[config.mk]
export PLATFORM = sky130hd
export DESIGN_NAME = ddr3_bank_cmd
export DESIGN_NICKNAME = d
export VERILOG_FILES = /design/src/ddr3_cmd_pkg.sv /design/src/ddr3_bank_cmd.sv /design/src/read_fifo.sv
export SDC_FILE = /design/constraint.sdc
export NUM_CORES = 2
export LEC_CHECK = 0
export ABC_AREA = 1
export BUFFER_PORTS_ARGS = -buffer_cell sky130_fd_sc_hd__buf_2
export CELL_PAD_IN_SITES_DETAIL_PLACEMENT = 2
export CELL_PAD_IN_SITES_GLOBAL_PLACEMENT = 2
export CORE_MARGIN = 4
export CORE_UTILIZATION = 41
export DETAILED_ROUTE_END_ITERATION = 10
export PLACE_DENSITY = 0.94
export SLEW_MARGIN = 20
export SYNTH_ARGS = -nofsm -noshare
export SYNTH_HDL_FRONTEND = slang
export SYNTH_HIERARCHICAL = 1
export SYNTH_SLANG_ARGS = --single-unit
[constraint.sdc]
create_clock -name core_clk_in -period 50.9 [get_ports core_clk_in]
set_clock_uncertainty 0.2 [all_clocks]
set_input_delay 5.09 -clock core_clk_in [delete_from_list [all_inputs] [get_ports core_clk_in]]
set_output_delay 5.09 -clock core_clk_in [all_outputs]
set_load 0.02 [all_outputs]
[src/ddr3_cmd_pkg.sv]
// Constants and types shared by the bank command timing block
package ddr3_cmd_pkg;

  // ********************************
  // Geometry
  // ********************************
  localparam int BANKS = 8;
  localparam int BA_W = 3;
  localparam int ROW_W = 14;
  localparam int COL_W = 10;
  localparam int DQ_W = 8;
  localparam int LAT_W = 5;

  // ********************************
  // Timing, in ns as printed, with cycle counts at 25 ns
  // ********************************
  localparam int CLK_PERIOD_PS = 25000;
  localparam int TRCD_NS = 15;
  localparam int TRC_NS = 50;
  localparam int TRRD_NS = 10;
  localparam int TFAW_NS = 40;
  localparam int TRP_NS = 15;
  localparam int TRAS_NS = 35;
  localparam int TRCD_CYC = (TRCD_NS * 1000 + CLK_PERIOD_PS - 1) / CLK_PERIOD_PS;
  localparam int TRC_CYC = (TRC_NS * 1000 + CLK_PERIOD_PS - 1) / CLK_PERIOD_PS;
  localparam int TRRD_CYC = (TRRD_NS * 1000 + CLK_PERIOD_PS - 1) / CLK_PERIOD_PS;
  localparam int TFAW_CYC = (TFAW_NS * 1000 + CLK_PERIOD_PS - 1) / CLK_PERIOD_PS;
  localparam int TRP_CYC = (TRP_NS * 1000 + CLK_PERIOD_PS - 1) / CLK_PERIOD_PS;
  localparam int TRAS_CYC = (TRAS_NS * 1000 + CLK_PERIOD_PS - 1) / CLK_PERIOD_PS;
  localparam int TCCD_CYC = 4;
  localparam int TRTP_CYC = 5;
  localparam int TIMER_W = 8;
  localparam int FAW_ACTS = 4;

  // ********************************
  // Reset values and burst modes
  // ********************************
  localparam logic [LAT_W-1:0] CL_RST = 5'h08;
  localparam logic [LAT_W-1:0] AL_RST = 5'h00;
  localparam logic [1:0] BL_FIXED8 = 2'h0;
  localparam logic [1:0] BL_OTF = 2'h1;
  localparam logic [1:0] BL_FIXED4 = 2'h2;
  localparam int BL8_BEATS = 8;
  localparam int BC4_BEATS = 4;
  localparam int FIFO_DEPTH = 8;

  typedef enum logic [3:0] {
    CMD_NOP = 4'h0,
    CMD_ACT = 4'h1,
    CMD_PRE = 4'h2,
    CMD_RD = 4'h3,
    CMD_WR = 4'h4,
    CMD_OTHER = 4'h5
  } cmd_t;

  // Violation codes reported on a rejected command
  typedef enum logic [3:0] {
    ERR_NONE = 4'h0,
    ERR_IDLE_BANK = 4'h1,
    ERR_TRCD = 4'h2,
    ERR_TRC = 4'h3,
    ERR_TRRD = 4'h4,
    ERR_TFAW = 4'h5,
    ERR_TCCD = 4'h6,
    ERR_TRAS = 4'h7,
    ERR_TRP = 4'h8,
    ERR_TRTP = 4'h9,
    ERR_OPEN_BANK = 4'ha,
    ERR_RD_TO_WR = 4'hb
  } err_t;

endpackage

[src/ddr3_bank_cmd.sv]
// Bank state, command spacing checks and read burst output sequencing
`timescale 1ns/10ps
`default_nettype none
module ddr3_bank_cmd
  import ddr3_cmd_pkg::*;
#(
  parameter int FIFO_WORDS = ddr3_cmd_pkg::FIFO_DEPTH
) (
  // Clock and reset
  input wire logic core_clk_in,
  input wire logic reset_in,
  // Decoded command from the pins
  input wire ddr3_cmd_pkg::cmd_t cmd_in,
  input wire logic [ddr3_cmd_pkg::BA_W-1:0] bank_in,
  input wire logic [ddr3_cmd_pkg::ROW_W-1:0] addr_in,
  // Mode settings
  input wire logic [ddr3_cmd_pkg::LAT_W-1:0] cas_lat_in,
  input wire logic [ddr3_cmd_pkg::LAT_W-1:0] add_lat_in,
  input wire logic [ddr3_cmd_pkg::LAT_W-1:0] write_lat_in,
  input wire logic [1:0] burst_mode_in,
  // Array read data, one element per beat
  input wire logic [ddr3_cmd_pkg::DQ_W-1:0] array_data_in,
  // Array access request
  output logic array_rd_out,
  output logic [ddr3_cmd_pkg::BA_W-1:0] array_bank_out,
  output logic [ddr3_cmd_pkg::ROW_W-1:0] array_row_out,
  output logic [ddr3_cmd_pkg::COL_W-1:0] array_col_out,
  // Data and strobe pins
  output logic [ddr3_cmd_pkg::DQ_W-1:0] dq_out,
  output logic dq_oe_out,
  output logic dqs_out,
  output logic dqs_n_out,
  output logic dqs_oe_out,
  // Status
  output logic [ddr3_cmd_pkg::BANKS-1:0] bank_open_out,
  output logic all_idle_out,
  output logic cmd_reject_out,
  output ddr3_cmd_pkg::err_t reject_code_out
);
  import ddr3_cmd_pkg::*;

  // ********************************
  // Bank state and timers
  // ********************************
  logic [BANKS-1:0] open_r;
  logic [ROW_W-1:0] row_r [BANKS];
  logic [TIMER_W-1:0] rcd_r [BANKS];
  logic [TIMER_W-1:0] rc_r [BANKS];
  logic [TIMER_W-1:0] ras_r [BANKS];
  logic [TIMER_W-1:0] rp_r [BANKS];
  logic [TIMER_W-1:0] rtp_r [BANKS];
  logic [BANKS-1:0] ap_pend_r;
  logic [TIMER_W-1:0] ap_cnt_r [BANKS];
  logic [TIMER_W-1:0] rrd_r;
  logic [TIMER_W-1:0] ccd_r;
  logic [TIMER_W-1:0] rtw_r;
  logic [TIMER_W-1:0] faw_r [FAW_ACTS];
  logic [1:0] faw_idx_r;
  logic is_act;
  logic is_pre;
  logic is_rd;
  logic is_wr;
  logic pre_all;
  logic auto_pre;
  logic bc4;
  err_t err;
  logic ok;

  assign is_act = (cmd_in == CMD_ACT);
  assign is_pre = (cmd_in == CMD_PRE);
  assign is_rd = (cmd_in == CMD_RD);
  assign is_wr = (cmd_in == CMD_WR);
  assign pre_all = addr_in[10];
  assign auto_pre = addr_in[10];
  assign bc4 = (burst_mode_in == BL_FIXED4) || ((burst_mode_in == BL_OTF) && !addr_in[12]);

  // Command check against bank state and spacing counters
  always_comb
  begin
    err = ERR_NONE;
    if (is_act)
    begin
      if (open_r[bank_in] || ap_pend_r[bank_in]) err = ERR_OPEN_BANK;
      else if (rc_r[bank_in] != '0) err = ERR_TRC;
      else if (rp_r[bank_in] != '0) err = ERR_TRP;
      else if (rrd_r != '0) err = ERR_TRRD;
      else if (faw_r[faw_idx_r] != '0) err = ERR_TFAW;
    end
    else if (is_rd || is_wr)
    begin
      if (!open_r[bank_in] || ap_pend_r[bank_in]) err = ERR_IDLE_BANK;
      else if (rcd_r[bank_in] > TIMER_W'(add_lat_in)) err = ERR_TRCD;
      else if (ccd_r != '0) err = ERR_TCCD;
      else if (is_wr && rtw_r != '0) err = ERR_RD_TO_WR;
    end
    else if (is_pre)
    begin
      for (int b = 0; b < BANKS; b++)
      begin
        if ((pre_all || BA_W'(b) == bank_in) && open_r[b])
        begin
          if (ras_r[b] != '0) err = ERR_TRAS;
          else if (rtp_r[b] != '0) err = ERR_TRTP;
        end
      end
    end
  end
  assign ok = (err == ERR_NONE);

  // Per-bank state and timers
  generate
    for (genvar g = 0; g < BANKS; g++)
    begin : g_bank
      logic hit;
      assign hit = (bank_in == BA_W'(g));
      always_ff @(posedge core_clk_in or posedge reset_in)
      begin
        if (reset_in)
        begin
          open_r[g] <= 1'b0;
          row_r[g] <= '0;
          rcd_r[g] <= '0;
          rc_r[g] <= '0;
          ras_r[g] <= '0;
          rp_r[g] <= '0;
          rtp_r[g] <= '0;
          ap_pend_r[g] <= 1'b0;
          ap_cnt_r[g] <= '0;
        end
        else
        begin
          if (rcd_r[g] != '0) rcd_r[g] <= rcd_r[g] - 1'b1;
          if (rc_r[g] != '0) rc_r[g] <= rc_r[g] - 1'b1;
          if (ras_r[g] != '0) ras_r[g] <= ras_r[g] - 1'b1;
          if (rp_r[g] != '0) rp_r[g] <= rp_r[g] - 1'b1;
          if (rtp_r[g] != '0) rtp_r[g] <= rtp_r[g] - 1'b1;
          if (ap_pend_r[g])
          begin
            if (ap_cnt_r[g] <= 1 && ras_r[g] <= 1)
            begin
              ap_pend_r[g] <= 1'b0;
              open_r[g] <= 1'b0;
              rp_r[g] <= TIMER_W'(TRP_CYC);
            end
            else if (ap_cnt_r[g] != '0)
            begin
              ap_cnt_r[g] <= ap_cnt_r[g] - 1'b1;
            end
          end
          if (ok && is_act && hit)
          begin
            open_r[g] <= 1'b1;
            row_r[g] <= addr_in;
            rcd_r[g] <= TIMER_W'(TRCD_CYC - 1);
            rc_r[g] <= TIMER_W'(TRC_CYC - 1);
            ras_r[g] <= TIMER_W'(TRAS_CYC - 1);
          end
          if (ok && is_pre && (pre_all || hit) && open_r[g])
          begin
            open_r[g] <= 1'b0;
            rp_r[g] <= TIMER_W'(TRP_CYC - 1);
          end
          if (ok && is_rd && hit)
          begin
            rtp_r[g] <= TIMER_W'(add_lat_in) + TIMER_W'(TRTP_CYC - 1);
            if (auto_pre)
            begin
              ap_pend_r[g] <= 1'b1;
              ap_cnt_r[g] <= TIMER_W'(add_lat_in) + TIMER_W'(TRTP_CYC);
            end
          end
        end
      end
    end
  endgenerate

  // Shared spacing counters
  always_ff @(posedge core_clk_in or posedge reset_in)
  begin
    if (reset_in)
    begin
      rrd_r <= '0;
      ccd_r <= '0;
      rtw_r <= '0;
      faw_idx_r <= '0;
      for (int i = 0; i < FAW_ACTS; i++) faw_r[i] <= '0;
    end
    else
    begin
      if (rrd_r != '0) rrd_r <= rrd_r - 1'b1;
      if (ccd_r != '0) ccd_r <= ccd_r - 1'b1;
      if (rtw_r != '0) rtw_r <= rtw_r - 1'b1;
      for (int i = 0; i < FAW_ACTS; i++)
      begin
        if (faw_r[i] != '0) faw_r[i] <= faw_r[i] - 1'b1;
      end
      if (ok && is_act)
      begin
        rrd_r <= TIMER_W'(TRRD_CYC - 1);
        faw_r[faw_idx_r] <= TIMER_W'(TFAW_CYC - 1);
        faw_idx_r <= faw_idx_r + 1'b1;
      end
      if (ok && (is_rd || is_wr))
      begin
        ccd_r <= TIMER_W'(TCCD_CYC - 1);
      end
      if (ok && is_rd)
      begin
        rtw_r <= TIMER_W'(cas_lat_in) + TIMER_W'(add_lat_in) + TIMER_W'(TCCD_CYC + 1)
          - TIMER_W'(write_lat_in);
      end
    end
  end

  // ********************************
  // Read latency pipeline and burst sequencer
  // ********************************
  localparam int SLOTS = 4;
  logic [SLOTS-1:0] slot_v_r;
  logic [TIMER_W-1:0] slot_cnt_r [SLOTS];
  logic [COL_W-1:0] slot_col_r [SLOTS];
  logic [BA_W-1:0] slot_bank_r [SLOTS];
  logic [SLOTS-1:0] slot_bc4_r;
  logic [1:0] slot_wr_r;
  logic [1:0] slot_rd_r;
  logic fifo_ready;
  logic [3:0] beats_r;
  logic [2:0] beat_idx_r;
  logic [COL_W-1:0] col_r;
  logic [BA_W-1:0] bank_r;
  logic emit;

  // Reads queue while a burst is still fetched; more than four in flight overwrite
  always_ff @(posedge core_clk_in or posedge reset_in)
  begin
    if (reset_in)
    begin
      slot_v_r <= '0;
      slot_bc4_r <= '0;
      slot_wr_r <= '0;
      slot_rd_r <= '0;
      for (int i = 0; i < SLOTS; i++)
      begin
        slot_cnt_r[i] <= '0;
        slot_col_r[i] <= '0;
        slot_bank_r[i] <= '0;
      end
    end
    else
    begin
      for (int i = 0; i < SLOTS; i++)
      begin
        if (slot_v_r[i] && slot_cnt_r[i] != '0) slot_cnt_r[i] <= slot_cnt_r[i] - 1'b1;
      end
      if (emit)
      begin
        slot_v_r[slot_rd_r] <= 1'b0;
        slot_rd_r <= slot_rd_r + 1'b1;
      end
      if (ok && is_rd)
      begin
        slot_v_r[slot_wr_r] <= 1'b1;
        slot_cnt_r[slot_wr_r] <= TIMER_W'(cas_lat_in) + TIMER_W'(add_lat_in) - TIMER_W'(2);
        slot_col_r[slot_wr_r] <= {addr_in[COL_W-1:3], addr_in[2], 2'b00};
        slot_bank_r[slot_wr_r] <= bank_in;
        slot_bc4_r[slot_wr_r] <= bc4;
        slot_wr_r <= slot_wr_r + 1'b1;
      end
    end
  end

  // Next burst starts as the last element of the current one is fetched
  assign emit = slot_v_r[slot_rd_r] && (slot_cnt_r[slot_rd_r] == '0)
    && ((beats_r == '0) || ((beats_r == 4'h1) && fifo_ready));
  logic fifo_valid;
  logic [DQ_W:0] fifo_data;
  logic drain;

  // Array fetch, one element per cycle; burst cannot be cut short
  always_ff @(posedge core_clk_in or posedge reset_in)
  begin
    if (reset_in)
    begin
      beats_r <= '0;
      beat_idx_r <= '0;
      col_r <= '0;
      bank_r <= '0;
    end
    else if (emit)
    begin
      beats_r <= slot_bc4_r[slot_rd_r] ? 4'(BC4_BEATS) : 4'(BL8_BEATS);
      beat_idx_r <= '0;
      col_r <= slot_col_r[slot_rd_r];
      bank_r <= slot_bank_r[slot_rd_r];
    end
    else if (beats_r != '0 && fifo_ready)
    begin
      beats_r <= beats_r - 1'b1;
      beat_idx_r <= beat_idx_r + 1'b1;
    end
  end

  assign array_rd_out = (beats_r != '0) && fifo_ready;
  assign array_bank_out = bank_r;
  assign array_row_out = row_r[bank_r];
  assign array_col_out = {col_r[COL_W-1:3], col_r[2:0] + beat_idx_r};

  read_fifo #(
    .WIDTH(DQ_W + 1),
    .DEPTH(FIFO_WORDS)
  ) u_fifo (
    .core_clk_in(core_clk_in),
    .reset_in(reset_in),
    .in_valid_in(array_rd_out),
    .in_ready_out(fifo_ready),
    .in_data_in({beats_r == 4'h1, array_data_in}),
    .out_valid_out(fifo_valid),
    .out_ready_in(drain),
    .out_data_out(fifo_data)
  );

  // ********************************
  // Strobe and data pins
  // ********************************
  logic pre_r;
  logic drv_r;
  // A following burst already buffered continues without a new preamble
  assign drain = fifo_valid && (drv_r || pre_r || dq_oe_out);

  always_ff @(posedge core_clk_in or posedge reset_in)
  begin
    if (reset_in)
    begin
      pre_r <= 1'b0;
      drv_r <= 1'b0;
      dq_out <= '0;
      dq_oe_out <= 1'b0;
      dqs_out <= 1'b0;
      dqs_n_out <= 1'b1;
      dqs_oe_out <= 1'b0;
    end
    else if (fifo_valid && !drv_r && !pre_r && !dq_oe_out)
    begin
      pre_r <= 1'b1;
      dqs_oe_out <= 1'b1;
      dqs_out <= 1'b0;
      dqs_n_out <= 1'b1;
    end
    else if (drain)
    begin
      pre_r <= 1'b0;
      drv_r <= !fifo_data[DQ_W];
      dq_out <= fifo_data[DQ_W-1:0];
      dq_oe_out <= 1'b1;
      // postamble: strobe low on the last element
      dqs_out <= !fifo_data[DQ_W];
      dqs_n_out <= fifo_data[DQ_W];
    end
    else
    begin
      drv_r <= 1'b0;
      pre_r <= 1'b0;
      dq_oe_out <= 1'b0;
      dqs_oe_out <= 1'b0;
      dqs_out <= 1'b0;
      dqs_n_out <= 1'b1;
    end
  end

  // ********************************
  // Status
  // ********************************
  always_ff @(posedge core_clk_in or posedge reset_in)
  begin
    if (reset_in)
    begin
      cmd_reject_out <= 1'b0;
      reject_code_out <= ERR_NONE;
    end
    else
    begin
      cmd_reject_out <= !ok;
      reject_code_out <= err;
    end
  end

  assign bank_open_out = open_r;
  assign all_idle_out = (open_r == '0);
endmodule
`default_nettype wire

[src/read_fifo.sv]
// Read data FIFO between the array and the strobe serialiser
`timescale 1ns/10ps
`default_nettype none
module read_fifo #(
  parameter int WIDTH = 9,
  parameter int DEPTH = 8
) (
  // Clock and reset
  input wire logic core_clk_in,
  input wire logic reset_in,
  // Fill side
  input wire logic in_valid_in,
  output logic in_ready_out,
  input wire logic [WIDTH-1:0] in_data_in,
  // Drain side
  output logic out_valid_out,
  input wire logic out_ready_in,
  output logic [WIDTH-1:0] out_data_out
);
  localparam int AW = $clog2(DEPTH);

  logic [WIDTH-1:0] mem_r [DEPTH];
  logic [AW-1:0] wr_ptr_r;
  logic [AW-1:0] rd_ptr_r;
  logic [AW:0] count_r;
  logic push;
  logic pop;

  assign in_ready_out = (count_r != (AW+1)'(DEPTH));
  assign out_valid_out = (count_r != '0);
  assign push = in_valid_in && in_ready_out;
  assign pop = out_valid_out && out_ready_in;
  assign out_data_out = mem_r[rd_ptr_r];

  always_ff @(posedge core_clk_in)
  begin
    if (push)
    begin
      mem_r[wr_ptr_r] <= in_data_in;
    end
  end

  always_ff @(posedge core_clk_in or posedge reset_in)
  begin
    if (reset_in)
    begin
      wr_ptr_r <= '0;
      rd_ptr_r <= '0;
      count_r <= '0;
    end
    else
    begin
      if (push)
      begin
        wr_ptr_r <= (wr_ptr_r == AW'(DEPTH - 1)) ? '0 : wr_ptr_r + 1'b1;
      end
      if (pop)
      begin
        rd_ptr_r <= (rd_ptr_r == AW'(DEPTH - 1)) ? '0 : rd_ptr_r + 1'b1;
      end
      count_r <= count_r + (AW+1)'(push) - (AW+1)'(pop);
    end
  end
endmodule
`default_nettype wire
# --- Yosys cells after proc, flatten, opt, wreduce, memory -nomap -nowiden ---
# Memories as Yosys holds them, arrays and structs flattened.
# Index checks and enable logic that the tools add are counted.
# Widths: inputs -> output; s select.
word_totals:
  ramBits: 72
  input_bits: 48
  out_inout_bits: 54
  elab_cells: 813
  reg_bits: 715
  mem_count: 1
mem_list:
  columns: ["name", "words", "word_bits", "read_ports", "rd_ports_with_merged_regs", "write_ports", "line", "text"]
  rows:
  - ["u_fifo.mem_r", 8, 9, 1, 0, 1, "read_fifo.sv:22", "logic [WIDTH-1:0] mem_r [DEPTH];"]
op_classes:
  n_eq_ne: 25
  n_lt_le_gt_ge: 29
  reduce_logical: 231
  n_mux: 328
  n_addsub: 75
  n_bitwise: 12
op_table:
  columns: ["operator", "n"]
  rows:
  - ["$mux 8", 162]
  - ["$reduce_bool 8->1", 62]
  - ["$sub 8x1->8 const B", 59]
  - ["$mux 4", 48]
  - ["$le 8x1->1 const B", 16]
  - ["$mux 1", 80]
  - ["$bmux 8 s3", 3]
  - ["$logic_and 1x1->1", 72]
  - ["$reduce_bool 2->1", 36]
  - ["$mux 32", 2]
  - ["$reduce_bool 3->1", 16]
  - ["$bmux 14 s3", 1]
  - ["$bwmux 40", 1]
  - ["$bmux 8 s2", 2]
  - ["$bwmux 32", 1]
  - ["$demux 8 s2", 2]
  - ["$mux 10", 3]
  - ["$and 28x28->28", 1]
  - ["$mux 14", 2]
  - ["$not 28->28", 1]
  - ["$mux 3", 9]
  - ["$logic_or 1x1->1", 22]
  - ["$bmux 10 s2", 1]
  - ["$demux 10 s2", 1]
  - ["50 further kinds", 97]

# --- Longest topological paths before layout ---
logic_depth:
  depth_word: 43
  ltp_mapped: 29
  mapped_depth_nobuf: 28

# --- Modules after synthesis ---
# The synthesis kept the hierarchy.
by_module_without_submodules:
  columns: ["module", "area_each_um2", "seq_area_each_um2", "cells_per_inst", "n_inst"]
  rows:
  - ["ddr3_bank_cmd", 38204.1, 17392.9, 4951, 1]
  - ["read_fifo", 3841.2, 2412.3, 386, 1]

# --- Least setup slack after synthesis ---
# No wires, ideal clock.
synth_path:
  path_type: "in2reg"
  start: "in bank_in[2] (netlist name)"
  end: "reg rcd_r[24] (netlist name)"
  arrival_ns: 8.065
  setup_slack_ns: 42.518
  stages: 25
  n_path_buf: 5
  setup_time_ns: 0.117
  t_required_ns: 50.583
  cell_sequence: "clkbuf_1 -> inv_2 -> buf_2 -> clkbuf_1 -> o21ai_0 -> o32ai_1 -> ha_1 -> nor2_1 -> nor2_1 -> o21a_1 -> nor2_1 -> o32ai_1 -> nand2_1 -> clkinv_1 -> nand3_1 -> nand2_1 -> nand3_2 -> nor2_4 -> nand2_2 -> nor2_4 -> buf_8 -> nand2_2 -> buf_2 -> o21ai_1 -> inv_1"
synth_via:
  elab_chain_len: 41
  word_cells_on_any_way: 89
  classes_between: "order compare (1); eq/ne (8); mux (53); bitwise (1); reduce/logical (26)"
synth_rtl:
  columns: ["item", "line", "text"]
  rows:
  - ["start, declared", "ddr3_bank_cmd.sv:14", "input wire logic [ddr3_cmd_pkg::BA_W-1:0] bank_in,"]
  - ["$logic_not 3->1", "ddr3_bank_cmd.sv:100", "if ((pre_all || BA_W'(b) == bank_in) && open_r[b])"]
  - ["$logic_or 1x1->1", "ddr3_bank_cmd.sv:100", null]
  - ["$logic_and 1x1->1", "ddr3_bank_cmd.sv:100", null]
  - ["$mux 4", "ddr3_bank_cmd.sv:100", null]
  - ["$mux 4", "ddr3_bank_cmd.sv:103", "else if (rtp_r[b] != '0) err = ERR_TRTP;"]
  - ["$mux 4", "ddr3_bank_cmd.sv:102", "if (ras_r[b] != '0) err = ERR_TRAS;"]
  - ["$mux 4", "ddr3_bank_cmd.sv:100", null]
  - ["$mux 4 (3 in series)", null, null]
  - ["[23 not listed]", null, null]
  - ["$mux 4", "ddr3_bank_cmd.sv:100", null]
  - ["$mux 4", "ddr3_bank_cmd.sv:96", "else if (is_pre)"]
  - ["$mux 4", "ddr3_bank_cmd.sv:89", "else if (is_rd || is_wr)"]
  - ["$mux 4 (*)", "ddr3_bank_cmd.sv:81", "if (is_act)"]
  - ["net err[1]", "ddr3_bank_cmd.sv:66", "err_t err;"]
  - ["$logic_not 4->1 (*)", "ddr3_bank_cmd.sv:108", "assign ok = (err == ERR_NONE);"]
  - ["$logic_and 1x1->1 (*) (2 in series)", "ddr3_bank_cmd.sv:150", "if (ok && is_act && hit)"]
  - ["$mux 8 / $reduce_bool 2->1 (equally long branches)", null, null]
  - ["end signal, assigned by index", "ddr3_bank_cmd.sv:154", "rcd_r[g] <= TIMER_W'(TRCD_CYC - 1);"]
  - ["end, declared", "ddr3_bank_cmd.sv:47", "logic [TIMER_W-1:0] rcd_r [BANKS];"]
# The timed path passes the listed nets; every way through them passes the cells marked *. The select of a mux whose other input is x is not followed.
# A chain may end at the register's enable or synchronous reset.

# --- Worst setup path in the final report ---
layout_path:
  start: "in bank_in[1] (netlist name)"
  end: "reg row_r[76] (netlist name)"
layout_via:
  elab_chain_len: 40
  word_cells_on_any_way: 87
  classes_between: "order compare (1); eq/ne (8); mux (52); bitwise (1); reduce/logical (25)"
layout_rtl:
  columns: ["item", "line", "text"]
  rows:
  - ["$logic_not 3->1", "ddr3_bank_cmd.sv:100", null]
  - ["$logic_or 1x1->1", "ddr3_bank_cmd.sv:100", null]
  - ["$logic_and 1x1->1", "ddr3_bank_cmd.sv:100", null]
  - ["$mux 4", "ddr3_bank_cmd.sv:100", null]
  - ["$mux 4", "ddr3_bank_cmd.sv:103", null]
  - ["$mux 4", "ddr3_bank_cmd.sv:102", null]
  - ["$mux 4", "ddr3_bank_cmd.sv:100", null]
  - ["$mux 4 (3 in series)", null, null]
  - ["[22 not listed]", null, null]
  - ["$mux 4", "ddr3_bank_cmd.sv:102", null]
  - ["$mux 4", "ddr3_bank_cmd.sv:100", null]
  - ["$mux 4", "ddr3_bank_cmd.sv:96", null]
  - ["$mux 4", "ddr3_bank_cmd.sv:89", null]
  - ["$mux 4 (*)", "ddr3_bank_cmd.sv:81", null]
  - ["net err[1]", "ddr3_bank_cmd.sv:66", null]
  - ["$logic_not 4->1 (*)", "ddr3_bank_cmd.sv:108", null]
  - ["$logic_and 1x1->1 (*) (2 in series)", "ddr3_bank_cmd.sv:150", null]
  - ["end signal, assigned by index", "ddr3_bank_cmd.sv:153", "row_r[g] <= addr_in;"]
  - ["end, declared", "ddr3_bank_cmd.sv:46", "logic [ROW_W-1:0] row_r [BANKS];"]
# Marked as above.

==> results.json <==
{
  "status": "complete, no violations",
  "io_pins": 102,
  "p_comb_share_pct": 37.5,
  "num_vias": 41200,
  "min_period_ns": 10.65,
  "cts_resized": 0,
  "yosysWarnings": 6,
  "h-tree-depth": 3,
  "setup-violations-final": 0,
  "nNetsFinal": 5601,
  "cap_violations": 0,
  "clockBufferDepth": 3,
  "area_growth_pct": 12.2,
  "rows": 117,
  "worstSetupPathType": "input port to register",
  "r2r_slack_ns": 45.05,
  "cp_slowest_stage_delay_ns": 0.80,
  "rr_startpoint": "rcd_r[34]$_DFFE_PP0P_",
  "clock-sinks": 777,
  "hpwl_mm": 118,
  "leakagePower_nw": 24.6,
  "path_clk_slew_ns": 0.07,
  "synth_nets": 5532,
  "antenna_found_initial": 8,
  "drv_slew": 0,
  "grt_pass1_vias": 48100,
  "rsz0062_at_grt": "false",
  "peakVddDrop_mv": 0.0388,
  "wl_per_cell_um": 30.0,
  "grt_pass1_wl_mm": 310,
  "crit_start": "bank_in[1]",
  "grt_overflow": 0,
  "synth_top_flop_cell": "dfrtp_1",
  "cts_tree": "built",
  "fin_crit_sh_pct": 20.9,
  "syn_inst": 5337,
  "ys_seq_area_share_pct": 47.1,
  "p_switching_mw": 1.36,
  "place.gp.congestion": 0.836,
  "hold_path.class": "register to register",
  "stdcell_area_mm2": 0.0472,
  "ant_nets": 0,
  "drc": 0,
  "post_cts_buffers": 0,
  "root_buffer": "clkbuf_16",
  "drive_gt1_share_pct": 7.13,
  "clkLatencyLatePin_ns": 0.72,
  "r2r_end": "row_r[76]$_DFFE_PP0N_",
  "timing.setup.tns_ns": 0,
  "synth_cell_type_count": 58,
  "nFillCells": 11400,
  "tightest_slew_ns": 1.25,
  "fmax_mhz": 93.9,
  "cts_buffers": 92,
  "crit_top_cell": "nand2_1",
  "drt_pass1_iterations": 5,
  "die_height_um": 328,
  "totalPowerFinal_mw": 3.00,
  "swShare_pct": 45.3,
  "cp.required_ns": 51.28,
  "port_buffers": 101,
  "async_flop_share_pct": 90.7,
  "p_clk_share_pct": 25.3,
  "ys_ff_latch": 777,
  "viasPerCell": 6.00,
  "grt_max_degree": 167,
  "reg2reg_depth": 17,
  "hold_violations": 0,
  "crit_end": "row_r[76]$_DFFE_PP0N_",
  "pwr-share-seq_pct": 37.2,
  "dpl_cell_area_mm2": 0.0438,
  "slew_headroom_pct": 16.2,
  "drtIter0Drc": 3330,
  "cp_top_family": "simple AND/OR/NAND/NOR gates",
  "die_w_um": 328,
  "crit_path_end_kind": "register",
  "holdBufCountCts": 0,
  "wl_mm": 206,
  "crit_cells": 18,
  "cp.arrival_ns": 11.03,
  "postSynthAreaPerCell_um2": 7.88,
  "fp.coreArea_mm2": 0.102,
  "power_density_mw_per_mm2": 63.6,
  "grt.total_usage_pct": 37.6,
  "synth_edf_count": 72,
  "syn_area_mm2": 0.0420,
  "crit_path_max_fanout": 50,
  "start_util_pct": 41.3,
  "critPathSlowestCell": "nand2_2",
  "p_int_mw": 1.64,
  "path_buf_inv": 2,
  "path_cells": "buf_2, nand2_1, o22ai_1, a221oi_1, a22oi_1, ha_1, nand2_1, o32ai_1, nand2_1, clkinv_1, nand3_1, nand2_1, nand3_2, nor2_4, nand2_2, nor2_4, nand2_2, o21ai_0",
  "critPathLaunchType": "input port",
  "die_area_mm2": 0.108
}
layout make-up:
class                   instances  area (um2)  area share, %
repair buffers                138         823           1.75
multi-input cells            3552       18300           38.9
clock inverters                45         614           1.30
well taps                    1368        1710           3.63
flip-flops and latches        777       19800           42.0
inverters                     845        3180           6.74
clock buffers                 126        2670           5.67
diodes                          6        15.0         0.0318
worst min-delay path by stage:
stage,endpoint,start,cells past startpoint
after floorplan,pre_r$_DFF_PP0_,pre_r$_DFF_PP0_,1
after global placement,pre_r$_DFF_PP0_,drv_r$_DFFE_PP0N_,1
after detailed placement,pre_r$_DFF_PP0_,pre_r$_DFF_PP0_,1
after CTS,pre_r$_DFF_PP0_,pre_r$_DFF_PP0_,1
after global routing,pre_r$_DFF_PP0_,pre_r$_DFF_PP0_,1
final,pre_r$_DFF_PP0_,pre_r$_DFF_PP0_,1
sequential cells by signal (all words and copies together) (netlist names), 32 cells and up:
name	flops
ap_cnt_r	64
faw_r	32
ras_r	64
rc_r	64
rcd_r	64
row_r	112
rp_r	64
rtp_r	64
slot_cnt_r	32
slot_col_r	32
u_fifo/mem_r	72
power groups by stage:
stage	Combinational (mW)	Sequential, mW	Clock [mW]
2_1_floorplan	0.674	1.01	0
3_3_place_gp	0.824	1.04	0
3_5_place_dp	0.982	1.08	0
4_1_cts	1.11	1.10	0.763
5_1_grt	1.22	1.13	0.789
6_report	1.12	1.12	0.761
per-stage QoR:
| stage | hold WS [ns] | instances | util (%) | setup WS [ns] |
|---|---|---|---|---|
| detailed placement | 0.242 | 6678 | 43.1 | 40.20 |
| floorplan | 0.210 | 5337 | - | 26.12 |
| global route | 0.279 | 6852 | 46.4 | 40.20 |
| CTS | 0.260 | 6849 | 46.3 | 40.38 |
| global placement | 0.221 | 6678 | 43.0 | 40.96 |
| finish | 0.263 | 6857 | 46.4 | 40.25 |
placed cells by master (no fill, tap or decap), types with 10 or more instances in the layout:
master	count
a21oi_1	164
a31oi_1	29
buf_2	101
buf_4	31
bufinv_16	13
clkbuf_1	12
clkbuf_16	94
clkbuf_8	20
clkinv_2	17
dfrtp_1	703
edfxtp_1	72
ha_1	144
inv_1	826
inv_2	14
nand2_1	1064
nand3_1	281
nand3b_1	11
nand4_1	58
nor2_1	683
nor3_1	107
nor3_2	10
nor4_1	35
o2111ai_1	12
o21ai_0	416
o21ai_1	117
o22ai_1	35
or2_2	31
or3_1	10
xnor2_1	59
xor2_1	192
layer usage:
layer	GRT usage (%)	share of wire (%)
met1	40.3	36
met2	67.0	50
met3	6.64	5.6
met4	26.3	7.8
met5	0	0.0063
cells by family (layout without fill, tap and decap cells):
kind of cell	count (synthesis)	in the layout	synth area share, %
XOR/XNOR	251	251	5.23
other	0	6	0
buffers and inverters	1008	1154	9.49
flip-flops	777	777	47.1
adder cells (fa/ha/maj)	147	147	4.43
AO/OA/AOI/OAI	822	822	10.4
AND/OR/NAND/NOR	2332	2332	23.3
Yosys cell counts, drive strengths merged (7+ instances only):
master   count  area share [%]
nand2     1074             9.7
inv        842             7.5
dfrtp      704              42
nor2       694             6.3
o21ai      533             6.3
nand3      286             3.5
xor2       192             4.0
a21oi      171             2.1
ha         144             4.3
nor3       119             1.4
clkbuf      91            0.81
buf         72             1.1
edfxtp      72             5.1
xnor2       59             1.2
nand4       58            0.86
nor4        35            0.52
o22ai       35            0.52
or2         34            0.51
a31oi       29            0.43
o2111ai     12            0.25
nand3b      11            0.20
or3         10            0.15
a22oi        7            0.12
nor3b        7            0.12
Power figures use the tool's default switching activity.
